`src/design/sar_adc_pkg.sv`:
```
// Constants, register map and state encodings for the converter control block
// How it works
// RL1: At 10-bit end, upper eight result bits go high, lowest two go low.
// RL2: Low result keeps its two bits on top; lower six bits read zero.
// RL3: Result registers are byte-read only; software writes do not change them.
// RL4: Reset clears both result registers to zero.
// RL5: Software reads the result before writing mode or channel registers.
// RL6: In 8-bit mode the low result reads zero after completion.
// RL7: In 8-bit mode the high result holds the full eight-bit value.
// RL8: Channel register at its own address, resets zero, bits 2..0 choose input.
// RL9: Channel bits 7..3 are written zero and always read zero.
// RL10: Software changes the channel only while no conversion runs.
// RL11: Channel register takes single-bit and whole-byte writes.
// RL12: Conversion samples the channel a fixed time, then holds it.
// RL13: First step sets bit 9, half tap; keep it if input exceeds tap.
// RL14: Second step sets bit 8 at three-quarter or quarter tap per bit 9.
// RL15: Steps repeat down to bit 0 (bit 2 in 8-bit mode); final value latched into the results.
// RL16: End-of-conversion request rises as the result is latched.
// RL17: Each start write gives one conversion; start bit then clears itself.
// RL18: Software sets port direction and analog mode bits before analog use.
// RL19: Resolution select zero means 10-bit, one means 8-bit.
// RL20: Start write while the comparator is disabled is ignored.
// RL21: A result read colliding with the result write wins; write follows.
// RL22: A mode write colliding with the result write wins; no store, no request.
// RL23: One approximation bit per conversion clock from the selected divider.
package sar_adc_pkg;

  // ==========================================================================
  // Register map
  localparam logic [19:0] MODE0_ADDR       = 20'hFFF30;
  localparam logic [19:0] CHANNEL_ADDR     = 20'hFFF31;
  localparam logic [19:0] MODE2_ADDR       = 20'hF0010;
  localparam logic [19:0] RESULT_HIGH_ADDR = 20'hFFF1F;
  localparam logic [19:0] RESULT_LOW_ADDR  = 20'hFFF1E;

  // ==========================================================================
  // Field positions
  localparam int START_BIT  = 7;
  localparam int FR1_BIT    = 4;
  localparam int FR0_BIT    = 3;
  localparam int LV0_BIT    = 1;
  localparam int CMP_EN_BIT = 0;
  localparam int RES_BIT    = 0;

  // ==========================================================================
  // Reset values and first trial value
  localparam logic [7:0] REG_RESET  = 8'h00;
  localparam logic [9:0] SAR_RESET  = 10'h000;
  localparam logic [9:0] SAR_FIRST  = 10'h200;

  // ==========================================================================
  // Cycle counts in conversion clocks and last trial bit positions
  localparam logic [4:0] SAMPLE_LONG  = 5'h09;
  localparam logic [4:0] SAMPLE_SHORT = 5'h03;
  localparam logic [4:0] FINISH_CLKS  = 5'h04;
  localparam logic [3:0] LAST_BIT_10  = 4'h0;
  localparam logic [3:0] LAST_BIT_8   = 4'h2;

  typedef enum logic [3:0] {
    PH_IDLE    = 4'b0001,
    PH_SAMPLE  = 4'b0010,
    PH_COMPARE = 4'b0100,
    PH_FINISH  = 4'b1000
  } phase_t;

endpackage

```
`src/design/sar_adc_ctrl.sv`:
```
// Successive-approximation converter control: registers, sequencer and results
`timescale 1ns/1ps
`default_nettype none

module sar_adc_ctrl
  import sar_adc_pkg::*;
(
  input  wire logic       clk_in,
  input  wire logic       sys_rst_in,
  input  wire logic [19:0] addr_in,
  input  wire logic       wr_in,
  input  wire logic [7:0] wdata_in,
  input  wire logic       bit_wr_in,
  input  wire logic [2:0] bit_sel_in,
  input  wire logic       bit_val_in,
  input  wire logic       rd_in,
  input  wire logic       comp_in,
  output logic      [7:0] rdata_out,
  output logic            conversion_end_irq_out,
  output logic            sample_hold_out,
  output logic      [9:0] tap_select_out,
  output logic      [2:0] channel_select_out,
  output logic            comparator_enable_out,
  output logic            converting_out
);

  typedef struct packed {
    phase_t     phase;
    logic       start;
    logic       cmp_en;
    logic [1:0] fr;
    logic       lv0;
    logic       res8;
    logic [2:0] chan;
    logic [7:0] res_high;
    logic [7:0] res_low;
    logic [9:0] sar;
    logic [3:0] bit_pos;
    logic [2:0] div_cnt;
    logic [4:0] step_cnt;
    logic       pend;
    logic [7:0] pend_high;
    logic [7:0] pend_low;
    logic       irq;
    logic       hold;
    logic [7:0] rdata;
  } state_t;

  state_t s;
  state_t next_s;

  // ==========================================================================
  // Helpers
  function automatic logic [7:0] merge_bit(input logic [7:0] cur, input logic [2:0] sel, input logic val);
    logic [7:0] r;
    r = cur;
    r[sel] = val;
    return r;
  endfunction

  function automatic logic [2:0] div_reload(input logic [1:0] fr);
    case (fr)
      2'h0: return 3'h7;
      2'h1: return 3'h3;
      2'h2: return 3'h1;
      default: return 3'h0;
    endcase
  endfunction

  logic [7:0] mode0_cur;
  logic [7:0] chan_cur;
  logic       any_wr;
  logic       mode0_wr;
  logic       chan_wr;
  logic       mode2_wr;
  logic       rd_result;
  logic       tick;
  logic       end_now;
  logic [7:0] wval_mode0;
  logic [7:0] wval_chan;
  logic [7:0] wval_mode2;
  logic [7:0] new_high;
  logic [7:0] new_low;

  assign mode0_cur  = {s.start, 2'b00, s.fr, 1'b0, s.lv0, s.cmp_en};
  assign chan_cur   = {5'h00, s.chan};
  assign any_wr     = wr_in || bit_wr_in;
  assign mode0_wr   = any_wr && (addr_in == MODE0_ADDR);
  assign chan_wr    = any_wr && (addr_in == CHANNEL_ADDR);
  assign mode2_wr   = any_wr && (addr_in == MODE2_ADDR);
  assign rd_result  = rd_in && ((addr_in == RESULT_HIGH_ADDR) || (addr_in == RESULT_LOW_ADDR));
  assign wval_mode0 = wr_in ? wdata_in : merge_bit(mode0_cur, bit_sel_in, bit_val_in);
  assign wval_chan  = wr_in ? wdata_in : merge_bit(chan_cur, bit_sel_in, bit_val_in); // RL11
  assign wval_mode2 = wr_in ? wdata_in : merge_bit({7'h00, s.res8}, bit_sel_in, bit_val_in);
  assign tick       = (s.div_cnt == 3'h0); // RL23
  assign end_now    = (s.phase == PH_FINISH) && tick && (s.step_cnt == 5'h01);
  assign new_high   = s.sar[9:2]; // RL1 RL7
  assign new_low    = s.res8 ? 8'h00 : {s.sar[1:0], 6'h00}; // RL1 RL2 RL6

  // ==========================================================================
  // Next state
  always_comb begin
    next_s = s;
    next_s.irq = 1'b0;
    next_s.div_cnt = tick ? div_reload(s.fr) : s.div_cnt - 3'h1;

    // Deferred result write lands the cycle after a colliding read
    if (s.pend) begin
      next_s.pend = 1'b0;
      next_s.res_high = s.pend_high; // RL21
      next_s.res_low = s.pend_low;
      next_s.irq = 1'b1;
    end

    case (s.phase)
      PH_IDLE: begin
        next_s.hold = 1'b0;
      end
      PH_SAMPLE: begin
        if (tick) begin
          next_s.step_cnt = s.step_cnt - 5'h01;
          if (s.step_cnt == 5'h01) begin
            next_s.phase = PH_COMPARE; // RL12
            next_s.hold = 1'b1;
            next_s.sar = SAR_FIRST; // RL13
            next_s.bit_pos = 4'h9;
          end
        end
      end
      PH_COMPARE: begin
        if (tick) begin
          // Keep the trial bit when sample reaches the tap, then try the next bit
          next_s.sar[s.bit_pos] = comp_in; // RL13 RL14 RL15
          if (s.bit_pos == (s.res8 ? LAST_BIT_8 : LAST_BIT_10)) begin
            next_s.phase = PH_FINISH;
            next_s.step_cnt = FINISH_CLKS;
          end else begin
            next_s.sar[s.bit_pos - 4'h1] = 1'b1; // RL14
            next_s.bit_pos = s.bit_pos - 4'h1;
          end
        end
      end
      PH_FINISH: begin
        if (tick) begin
          next_s.step_cnt = s.step_cnt - 5'h01;
        end
        if (end_now) begin
          next_s.phase = PH_IDLE;
          next_s.start = 1'b0; // RL17
          next_s.hold = 1'b0;
          if (mode0_wr) begin
            next_s.phase = PH_IDLE; // RL22
          end else if (rd_result) begin
            next_s.pend = 1'b1; // RL21
            next_s.pend_high = new_high;
            next_s.pend_low = new_low;
          end else begin
            next_s.res_high = new_high; // RL15
            next_s.res_low = new_low;
            next_s.irq = 1'b1; // RL16
          end
        end
      end
      default: begin
        next_s.phase = PH_IDLE;
      end
    endcase

    // Register writes; the result registers have no write path
    if (mode0_wr) begin
      next_s.fr = {wval_mode0[FR1_BIT], wval_mode0[FR0_BIT]};
      next_s.lv0 = wval_mode0[LV0_BIT];
      next_s.cmp_en = wval_mode0[CMP_EN_BIT];
      if (!wval_mode0[START_BIT]) begin
        // Clearing start aborts any conversion in progress
        next_s.start = 1'b0;
        next_s.phase = PH_IDLE;
        next_s.hold = 1'b0;
      end else if (s.cmp_en && !s.start) begin
        next_s.start = 1'b1; // RL17 RL20
        next_s.phase = PH_SAMPLE;
        next_s.hold = 1'b0;
        next_s.sar = SAR_RESET;
        next_s.step_cnt = wval_mode0[LV0_BIT] ? SAMPLE_SHORT : SAMPLE_LONG;
        next_s.div_cnt = div_reload({wval_mode0[FR1_BIT], wval_mode0[FR0_BIT]});
      end
    end
    if (chan_wr) begin
      next_s.chan = wval_chan[2:0]; // RL8 RL9
    end
    if (mode2_wr) begin
      next_s.res8 = wval_mode2[RES_BIT]; // RL19
    end

    // Read data, one cycle after the strobe; unmapped reads return zero
    next_s.rdata = 8'h00;
    if (rd_in) begin
      if (addr_in == RESULT_HIGH_ADDR) begin
        next_s.rdata = s.res_high; // RL3
      end else if (addr_in == RESULT_LOW_ADDR) begin
        next_s.rdata = s.res_low;
      end else if (addr_in == MODE0_ADDR) begin
        next_s.rdata = mode0_cur;
      end else if (addr_in == CHANNEL_ADDR) begin
        next_s.rdata = chan_cur; // RL9
      end else if (addr_in == MODE2_ADDR) begin
        next_s.rdata = {7'h00, s.res8};
      end
    end
  end

  // ==========================================================================
  // State register
  always_ff @(posedge clk_in or posedge sys_rst_in) begin
    if (sys_rst_in) begin
      s.phase     <= PH_IDLE;
      s.start     <= 1'b0;
      s.cmp_en    <= 1'b0;
      s.fr        <= 2'h0;
      s.lv0       <= 1'b0;
      s.res8      <= 1'b0;
      s.chan      <= 3'h0; // RL8
      s.res_high  <= REG_RESET; // RL4
      s.res_low   <= REG_RESET;
      s.sar       <= SAR_RESET;
      s.bit_pos   <= 4'h0;
      s.div_cnt   <= 3'h0;
      s.step_cnt  <= 5'h00;
      s.pend      <= 1'b0;
      s.pend_high <= REG_RESET;
      s.pend_low  <= REG_RESET;
      s.irq       <= 1'b0;
      s.hold      <= 1'b0;
      s.rdata     <= REG_RESET;
    end else begin
      s <= next_s;
    end
  end

  assign rdata_out              = s.rdata;
  assign conversion_end_irq_out = s.irq;
  assign sample_hold_out        = s.hold;
  assign tap_select_out         = s.sar;
  assign channel_select_out     = s.chan;
  assign comparator_enable_out  = s.cmp_en;
  assign converting_out         = s.start;
endmodule

`default_nettype wire

```
`config.mk`:
```
export PLATFORM = sky130hd
export DESIGN_NAME = sar_adc_ctrl
export DESIGN_NICKNAME = d
export VERILOG_FILES = /design/src/design/sar_adc_pkg.sv /design/src/design/sar_adc_ctrl.sv
export SDC_FILE = /design/constraint.sdc
export NUM_CORES = 1
export LEC_CHECK = 0
export BUFFER_PORTS_ARGS = -buffer_cell sky130_fd_sc_hd__buf_2
export CAP_MARGIN = 10
export CORE_UTILIZATION = 40
export DETAILED_ROUTE_END_ITERATION = 10
export GPL_ROUTABILITY_DRIVEN = 0
export PLACE_DENSITY = 0.71
export SKIP_CTS_REPAIR_TIMING = 1
export SLEW_MARGIN = 20
export SYNTH_ARGS = -nofsm -noshare
export SYNTH_HDL_FRONTEND = slang
export SYNTH_SLANG_ARGS = --single-unit
```
`constraint.sdc`:
```
create_clock -name clk_in -period 2.08 [get_ports clk_in]
set_input_delay 0.208 -clock clk_in [delete_from_list [all_inputs] [get_ports clk_in]]
set_output_delay 0.208 -clock clk_in [all_outputs]
set_load 0.02 [all_outputs]
```
==> run summary, run 1 <==
Seq/Total Area, Yosys: 40.4%
Die Width: 108 um
Period utilization: 97.5%
DRC Markers: 0
Startpoint types: flop
Wirelength, routed: 9860 um
Finished Core Util: 48.0%
DR pass1 iterations: 5
HPWL after DPL: 7190 um
Die area: 11600 sq um
Vias per cell: 5.39
Root Buffer: clkbuf_8
Hold depth: 2
Diodes inserted: 0
Crit path from: s[33]
Setup TNS: 0 ns
Worst Tran Pin Value: 0.678 ns
Clock power share: 44.6%
Highest net fanout along the worst path: 5
Leak: 0.00249 uW
Comb pwr share: 4.9%
Top FF cell, synth: dfrtp_1
Post-synth top area share: 39.8%
Sw Ratio: 23.3%
Smallest setup slack after layout: 0.0521 ns
Filler cells: 983
CP arrival: 2.26 ns
Reg2reg path depth: 8
CTS H-tree depth: 3
RR Startpoint: s[33]
Period minus WS final: 2.03 ns
Maximum vdd drop: 0.330 mV
Fin. max-slew vios: 0
CTS tree: yes
Yosys warns: 0
Clk_skew: 0.0103 ns
Worst hold path endpoint: rdata_out[3]
Cell-internal power: 2130 uW
Slew Limit Headroom: 54.2%
HP Class: in2reg
Post-Synthesis Cells: 442
Die Span Y: 108 um
Vias in the first global route: 3509
Area of the core: 10800 sq um
Reg clk slew, reported paths: 0.08 ns
Global-route wire length before repair: 16500 um
MaxCap Viol Count: 0
Sink Count: 72
GR Util All Layers: 17.8%
Final Hold Fails: 0
Initial Util: 41.2%
Sw Pwr: 646 uW
Iteration-0 DRC count of the detailed router: 171
Largest net degree at the start of global routing: 73
DR vias: 3490
EDFF count, synth: 0
Total grt overflow: 0
DP Worst Slack: -0.00870 ns
Biggest area consumer among synthesized cells: dfrtp_1
Ports: 63
CP Capture Type: flop
Distinct cells, synth: 68
Critical R2R Capture: s[25]
Mapped Nets: 491
# setup viols final: 0
Number of buffers added on ports: 60
CTS Buf Count: 9
Layout net count: 551
Layout cell share with drive strength beyond 1: 33.9%
Status: completed
Initial antenna violation count: 0
Mapped Avg Cell Area: 10.1 sq um
Post-synth top cells: 71 x dfrtp_1, 30 x nor2_1, 28 x nand3_1
Clk_lat worst skew: 0.35 ns
Wire per inst: 15.2 um
Sequential Power Share: 50.4%
Hold WS: 0.176 ns
Hold Path Origin: rd_in
PwrDens: 533 nW/um^2
Synth async-reset ratio: 100%
ANT nets after route: 0
Peak Freq: 493 MHz
Mapped Area: 4460 sq um
Synth Register Bits: 72
R2R setup slack: 0.05 ns
Critical path required time: 2.32 ns
Row count: 38
Count leader, synth: dfrtp_1
Area Growth Syn to Fin: 16.5%
Max Buffers Root-to-Sink: 2
Largest cells by area after synthesis: dfrtp_1 40%, mux2_4 6.7%, mux2_2 4.5%
Critical path type: reg2reg
RSZ-0062 raised after global routing: true
## area by class of cell
type,instances,area [sq um],area share [%]
clock buffers,9,124,2.38
clock inverters,7,95.1,1.83
inverters,15,56.3,1.08
multi-input cells,311,2350,45.2
flip-flops and latches,72,1800,34.7
well taps,140,175,3.37
repair buffers,93,597,11.5
## power groups by stage
stage                     sequential [uW]  clock [uW]  combinational, uW
final                                1400        1240                136
after global routing                 1400        1330                154
after CTS                            1400        1260                137
after detailed placement             1430           0                136
after global placement               1430           0                132
after floorplan                      1430           0               67.5
## per-layer routing
layer	part of all wire, %	wire length, um	global-route usage, %	vias up
met3	3.4	334	3.09	17
met1	44	4380	22.7	1680
met4	1.8	174	5.58	0
li1	-	-	-	1717
met5	0	0	0	-
met2	50	4980	30.5	76
## critical path: stages (launching register included)
cell       delay (ns)
dfrtp_1          0.37
inv_2            0.08
ha_4             0.14
nor4b_4          0.23
nand4_2          0.19
a31oi_2          0.21
and3_4           0.26
clkbuf_16        0.16
mux2_4           0.29
## worst max-delay path by stage
stage	endpoint	depth (start not counted)
4_1_cts	s[55]	7
2_1_floorplan	s[16]	8
6_report	s[25]	8
5_1_grt	s[21]	8
3_5_place_dp	s[18]	8
3_3_place_gp	s[62]	7
## cell families (layout without fill, tap and decap cells)
| logic type | count (synthesis) | in the layout | share of synthesized area (%) |
|---|---|---|---|
| mux | 51 | 51 | 14.3 |
| flops | 72 | 72 | 40.4 |
| compound gates | 77 | 77 | 12.0 |
| simple gates | 170 | 170 | 22.3 |
| buf+inv | 59 | 124 | 7.54 |
| fa+ha+maj | 11 | 11 | 3.08 |
| xor+xnor | 2 | 2 | 0.392 |
## through the flow
stage / power [uW] / instance area [sq um] / instances
after CTS: 2790 / 5120 / 643
after floorplan: 1490 / 4460 / 442
after global routing: 2880 / 5200 / 647
after global placement: 1560 / 4900 / 627
final: 2770 / 5200 / 647
after detailed placement: 1560 / 4900 / 627
## sequential cells by signal, summed over array words and instances, names as in the netlist
| name | flops |
|---|---|
| tap_select_out | 10 |
| converting_out | 1 |
| comparator_enable_out | 1 |
| conversion_end_irq_out | 1 |
| channel_select_out | 3 |
| mode0_cur | 3 |
| sample_hold_out | 1 |
| rdata_out | 8 |
| s | 44 |
## layout by cell type (no fill, tap or decap), types with 3 or more instances in the layout
cell	synthesis	routed
mux2i_1	10	10
clkbuf_8	0	9
a221oi_1	3	3
nor3_1	5	5
nor4_1	6	6
nor2_1	30	30
nand3_1	28	28
buf_4	21	28
ha_1	11	10
nand4_1	19	19
buf_2	4	60
inv_1	15	12
mux2_4	20	20
o21ai_0	10	10
o22ai_1	3	3
o211a_1	4	4
a211oi_1	4	4
nor3b_1	5	5
nor2b_1	11	11
nand3b_1	3	3
nand2_1	25	25
inv_2	0	3
and2_1	10	10
a21oi_1	16	16
mux2_2	18	18
o2bb2ai_1	4	4
and3_1	5	4
a32oi_1	4	4
dfrtp_1	71	71
a31oi_1	11	10
mux2_1	3	3
Power figures use the tool's default switching activity.
==> run 2: changes to the inputs <==
--- a/config.mk
+++ b/config.mk
@@ -5,6 +5,7 @@
 export SDC_FILE = /design/constraint.sdc
 export NUM_CORES = 1
 export LEC_CHECK = 0
+export ABC_AREA = 1
 export BUFFER_PORTS_ARGS = -buffer_cell sky130_fd_sc_hd__buf_2
 export CAP_MARGIN = 10
 export CORE_UTILIZATION = 40
==> constraint.sdc (replaced) <==
create_clock -name clk_in -period 2.08 [get_ports clk_in]
set_input_delay 0.416 -clock clk_in [delete_from_list [all_inputs] [get_ports clk_in]]
set_output_delay 0.416 -clock clk_in [all_outputs]
set_load 0.02 [all_outputs]
==> run summary, run 2 <==
Highest net fanout along the worst path: 6 (+1)
Sw Ratio: 26.4% (+3.1 points)
CTS Buf Count: 9 (unchanged)
Cell-internal power: 2470 uW (+16%)
Synth async-reset ratio: 100% (unchanged)
PwrDens: 628 nW/um^2 (+18%)
Reg clk slew, reported paths: 0.06 ns (-0.02 ns)
Seq/Total Area, Yosys: 38.6% (-1.8 points)
Clk_lat worst skew: 0.34 ns (about the same)
Global-route wire length before repair: 17900 um (+8.4%)
CP Capture Type: flop
RR Startpoint: s[35]
EDFF count, synth: 0 (unchanged)
Peak Freq: 546 MHz (+11%)
Period utilization: 88.0% (-9.5 points)
Slew Limit Headroom: 75.4% (+21 points)
Sink Count: 72 (unchanged)
Total grt overflow: 0 (unchanged)
Clock power share: 46.4% (+1.8 points)
Wirelength, routed: 10700 um (+8.8%)
CP arrival: 2.10 ns (-0.16 ns)
Root Buffer: clkbuf_16
Initial Util: 41.0% (-0.22 points)
Post-synth top cells: 184 x nand2_1, 71 x dfrtp_1, 71 x inv_1
Largest net degree at the start of global routing: 59 (-19%)
RSZ-0062 raised after global routing: false
CTS H-tree depth: 3 (unchanged)
Clk_skew: 0.00632 ns (-0.00400 ns)
Area of the core: 11400 sq um (+5.3%)
Ports: 63 (unchanged)
GR Util All Layers: 19.3% (+1.5 points)
Most common cell after layout, fill and taps aside: nand2_1
Filler cells: 1143 (+16%)
Distinct cells, synth: 42 (-38%)
Mapped Area: 4680 sq um (+4.8%)
Diodes inserted: 0 (unchanged)
HPWL after DPL: 8140 um (+13%)
Biggest area consumer among synthesized cells: dfrtp_1
Sw Pwr: 885 uW (+37%)
Mapped Nets: 694 (+41%)
Startpoint types: flop
Layout cell share with drive strength beyond 1: 21.0% (-13 points)
MaxCap Viol Count: 0 (unchanged)
Largest Register: s
Area Growth Syn to Fin: 14.3%
ANT nets after route: 0 (unchanged)
Comb pwr share: 11.0% (+6.1 points)
Row count: 39 (+2.6%)
Count leader, synth: nand2_1
Fin. max-slew vios: 0 (unchanged)
Yosys warns: 0 (unchanged)
CTS tree: yes
Period minus WS final: 1.83 ns (-0.197 ns)
Maximum vdd drop: 0.488 mV (+48%)
Max reg flops: 44 (unchanged)
Setup TNS: 0 ns (unchanged)
Die Span Y: 110 um (+2.3%)
R2R setup slack: 0.25 ns (+0.20 ns)
Sequential Power Share: 42.6% (-7.8 points)
Critical path required time: 2.35 ns (+0.03 ns)
Commonest non-fill, non-tap cells in the layout: 184 x nand2_1, 71 x dfrtp_1, 70 x inv_1
Max Buffers Root-to-Sink: 2 (unchanged)
DR pass1 iterations: 5 (unchanged)
Largest cells by area after synthesis: dfrtp_1 38%, nand2_1 15%, nand3_1 6.2%
Layout net count: 745 (+35%)
Die Width: 110 um (+2.3%)
Status: completed
Vias in the first global route: 3937 (+12%)
Number of buffers added on ports: 60 (unchanged)
Mapped Avg Cell Area: 7.25 sq um (-28%)
Post-synth top area share: 38.0% (-1.8 points)
Leak: 0.00272 uW (+9.4%)
Die area: 12100 sq um (+4.7%)
Worst Tran Pin Value: 0.369 ns (-0.309 ns)
Initial antenna violation count: 0 (unchanged)
DR vias: 4167 (+19%)
Top FF cell, synth: dfrtp_1
Synth Register Bits: 72 (unchanged)
DRC Markers: 0 (unchanged)
Critical path type: reg2reg
Iteration-0 DRC count of the detailed router: 197 (+15%)
Vias per cell: 4.94 (-8.5%)
Post-Synthesis Cells: 645 (+46%)
HP Class: in2async
Critical R2R Capture: tap_select_out[2]
Wire per inst: 12.7 um (-17%)
Final Hold Fails: 0 (unchanged)
Reg2reg path depth: 7 (-1)
# setup viols final: 0 (unchanged)
Overall power: 3360 uW (+21%)
==> run 2: cell count changes in the layout (fill, tap and decap cells not counted), sizes merged, moves of 7 or more <==
cell   change
buf       -21
o21ai     +25
nand2    +171
a21oi     +12
inv       +65
mux2i     -10
nand3     +35
nor4       -7
a31oi      -7
nor2b     -11
mux2      -41
and2      -11
nor2      +38
==> run 2: kinds of logic after synthesis <==
family | Yosys count | share of synthesized area, %
xor gates and xnor gates | 4 | 0.749
adders and majority gates | 11 | 2.94
DFF | 72 | 38.6
AOI/OAI and AO/OA | 82 | 9.98
buffers and inverters | 111 | 11.1
and+or+nand+nor | 365 | 36.7
==> run 2: worst max-delay path by stage <==
stage                          start                end  slack [ns]  cells after the start
after floorplan                s[32]              s[49]        0.49                     11
after global placement    addr_in[2]              s[34]        0.23                     11
after detailed placement  addr_in[2]              s[34]        0.22                     11
after CTS                      s[32]  tap_select_out[8]        0.27                      9
after global routing           s[75]  tap_select_out[5]        0.08                     10
final                          s[35]  tap_select_out[2]        0.25                      7
==> run 2: power groups by stage <==
stage | Combinational (uW) | Clock (uW) | Sequential (uW)
final | 370 | 1560 | 1430
after global routing | 422 | 1660 | 1430
after CTS | 374 | 1590 | 1430
after detailed placement | 370 | 0 | 1450
after global placement | 363 | 0 | 1450
after floorplan | 240 | 0 | 1450
==> run 2: through the flow <==
step / cell area, sq um / setup WS [ns] / hold slack, ns / std cells / util (%)
after CTS: 5340 / 0.268 / 0.0581 / 844 / 46.8
after global routing: 5340 / 0.0813 / 0.0808 / 844 / 46.8
final: 5340 / 0.249 / 0.0516 / 844 / 46.8
after global placement: 5050 / 0.235 / 0.420 / 828 / 44.2
after detailed placement: 5050 / 0.222 / 0.425 / 828 / 44.2
after floorplan: 4680 / 0.492 / 0.442 / 645 / -
==> run 2: layout make-up <==
class                      instances  area [sq um]  share of cell area (%)
multi-input combinational        462          2350                    44.0
clock inverter                     6          67.6                    1.26
timing repair buffer              70           400                    7.49
clock buffer                      10           229                    4.28
sequential                        72          1800                    33.7
tap                              143           179                    3.35
inverter                          81           312                    5.83
==> run 2: worst max-delay path: stages, from the launching register on <==
cell     delay [ns]
dfrtp_1        0.48
inv_1          0.10
ha_1           0.24
xnor2_1        0.25
nand3_1        0.25
o21ai_0        0.22
nand2_1        0.08
a21oi_2        0.13
==> run 2: routing by layer <==
| metal | up-vias | wire [um] | global-route usage [%] |
|---|---|---|---|
| met5 | - | 0 | 0 |
| met4 | 0 | 155 | 8.18 |
| met3 | 12 | 495 | 4.12 |
| met2 | 94 | 5090 | 32.5 |
| met1 | 1886 | 4990 | 23.9 |
| li1 | 2175 | - | - |
==> run 3: changes to the inputs <==
--- a/config.mk
+++ b/config.mk
@@ -6,7 +6,7 @@
 export NUM_CORES = 1
 export LEC_CHECK = 0
 export ABC_AREA = 1
-export BUFFER_PORTS_ARGS = -buffer_cell sky130_fd_sc_hd__buf_2
+export BUFFER_PORTS_ARGS = -buffer_cell sky130_fd_sc_hd__buf_4
 export CAP_MARGIN = 10
 export CORE_UTILIZATION = 40
 export DETAILED_ROUTE_END_ITERATION = 10
==> run summary, run 3 (synthesized netlist as in run 2, its figures left out) <==
Period minus WS final: 1.83 ns (+0.000512 ns)
Total grt overflow: 0 (unchanged)
Critical path required time: 2.31 ns (-0.04 ns)
Met2 GRT Util: 33.3% (+0.76 points)
Row count: 39 (unchanged)
Startpoint types: flop
CP Capture Type: flop
# setup viols final: 0 (unchanged)
Largest Register: s
Max Buffers Root-to-Sink: 2 (unchanged)
CTS Buf Count: 9 (unchanged)
Most common cell after layout, fill and taps aside: nand2_1
Sink Count: 72 (unchanged)
Initial antenna violation count: 0 (unchanged)
Commonest non-fill, non-tap cells in the layout: 184 x nand2_1, 71 x dfrtp_1, 70 x inv_1
Period utilization: 88.0% (about the same)
Diodes inserted: 0 (unchanged)
PwrDens: 605 nW/um^2 (-3.7%)
CP Buf/Inv Count: 3 (+2)
DR vias: 4302 (+3.2%)
Largest delay share family, worst path: simple AND/OR/NAND/NOR gates
Wirelength, routed: 10900 um (+1.9%)
Highest net fanout along the worst path: 10 (+4)
Most common cell on crit path: nand2_1
GRT Max-Usage Layer: met2
Vias per cell: 5.11 (+3.5%)
Number of buffers added on ports: 60 (unchanged)
Root Buffer: clkbuf_16
Slew Limit Headroom: 75.6% (+0.21 points)
HP Class: in2async
Die Width: 110 um (unchanged)
GRT met3 Usage: 4.00% (-0.12 points)
Wire per inst: 13.0 um (+2.2%)
Worst Tran Pin Value: 0.364 ns (-0.00558 ns)
RSZ-0062 raised after global routing: false
Slowest stage cell, crit path: dfrtp_1
Ports: 63 (unchanged)
Final Hold Fails: 0 (unchanged)
Largest net degree at the start of global routing: 41 (-31%)
CTS H-tree depth: 3 (unchanged)
ANT nets after route: 0 (unchanged)
Die area: 12100 sq um (unchanged)
Overall power: 3310 uW (-1.3%)
Layout cell share with drive strength beyond 1: 21.0% (+0.060 points)
Vias in the first global route: 4074 (+3.5%)
CTS tree: yes
Fin. max-slew vios: 0 (unchanged)
Largest stage delay on the critical path: 0.36 ns (-0.12 ns)
Placed inst area: 5180 sq um (+2.7%)
Area Growth Syn to Fin: 17.1%
Setup TNS: 0 ns (unchanged)
Maximum vdd drop: 0.375 mV (-23%)
Peak Freq: 546 MHz (about the same)
Reg clk slew, reported paths: 0.06 ns (about the same)
Cell Chain, Critical Path: inv_1 -> ha_1 -> nand2_2 -> inv_2 -> nand4_1 -> nor2_1 -> nand2_1 -> inv_2 -> nand2_2 -> nand2_1 -> nand2_1
Initial Util: 41.0% (unchanged)
Critical path type: reg2reg
Area of the core: 11400 sq um (unchanged)
Clk_lat worst skew: 0.34 ns (about the same)
Leak: 0.00277 uW (+1.9%)
Iteration-0 DRC count of the detailed router: 212 (+7.6%)
CP arrival: 2.06 ns (-0.04 ns)
Grt met1 use: 23.8% (-0.069 points)
MaxCap Viol Count: 0 (unchanged)
GR Util All Layers: 19.4% (+0.12 points)
Status: completed
Layout net count: 743 (-0.27%)
Max reg flops: 44 (unchanged)
Fin area: 5480 sq um (+2.5%)
Global-route wire length before repair: 18400 um (+2.5%)
DR pass1 iterations: 4 (-1)
Clk_skew: 0.00723 ns (+0.000907 ns)
HPWL after DPL: 8400 um (+3.1%)
Die Span Y: 110 um (unchanged)
DRC Markers: 0 (unchanged)
-- run 3: cell count changes in the layout (fill, tap and decap cells not counted) --
cell       previous run  this run
buf_2                60         0
buf_4                 8        66
inv_6                 2         4
bufinv_16             1         0
clkbuf_1              1         0
clkinv_2              2         1
inv_8                 0         1
xnor2_1               3         2
xnor2_2               0         1
-- run 3: per-stage QoR --
stage | instances | utilization [%] | hold WS (ns) | worst slack [ns]
2_1_floorplan | 645 | - | 0.442 | 0.492
3_3_place_gp | 826 | 45.4 | 0.410 | 0.261
3_5_place_dp | 826 | 45.4 | 0.413 | 0.233
4_1_cts | 842 | 47.9 | 0.0529 | 0.187
5_1_grt | 842 | 48.0 | 0.0729 | 0.0275
6_report | 842 | 48.0 | 0.0603 | 0.249
-- run 3: routing by layer --
| metal | share of wire [%] | wire [um] |
|---|---|---|
| met1 | 45 | 4870 |
| met4 | 2.3 | 253 |
| met3 | 4.5 | 491 |
| met2 | 49 | 5320 |
| met5 | 0 | 0 |
-- run 3: where the power goes --
part / switching (uW) / total (uW) / internal, uW
Combinational: 255 / 392 / 137
Clock: 659 / 1490 / 832
Sequential: 8.81 / 1430 / 1420
Total: 923 / 3310 / 2390
-- run 3: path summary, 6_finish.rpt --
path                            startpoint              end  slack [ns]  cells past startpoint
worst max-delay path                 s[32]            s[64]        0.25                     11
worst min-delay path            sys_rst_in            s[76]        0.06                      2
worst max register to register       s[32]            s[64]        0.25                     11
worst min register to register       s[18]            s[18]        0.47                      2
max in group asynchronous       sys_rst_in  sample_hold_out        1.45                      3
min in group clk_in                  rd_in     rdata_out[7]        0.44                      3
-- run 3: layout make-up --
cell class	count	area [sq um]
clock buffer	9	225
clock inverter	7	61.3
fill	1125	5940
inverter	81	312
multi-input combinational	462	2360
sequential	72	1800
tap	143	179
timing repair buffer	68	536
-- run 3: worst register-to-register path, stage by stage (launching register included) --
cell and delay (ns):
dfrtp_1 0.36, inv_1 0.09, ha_1 0.17, nand2_2 0.14, inv_2 0.09, nand4_1 0.10
nor2_1 0.21, nand2_1 0.10, inv_2 0.16, nand2_2 0.15, nand2_1 0.11, nand2_1 0.05
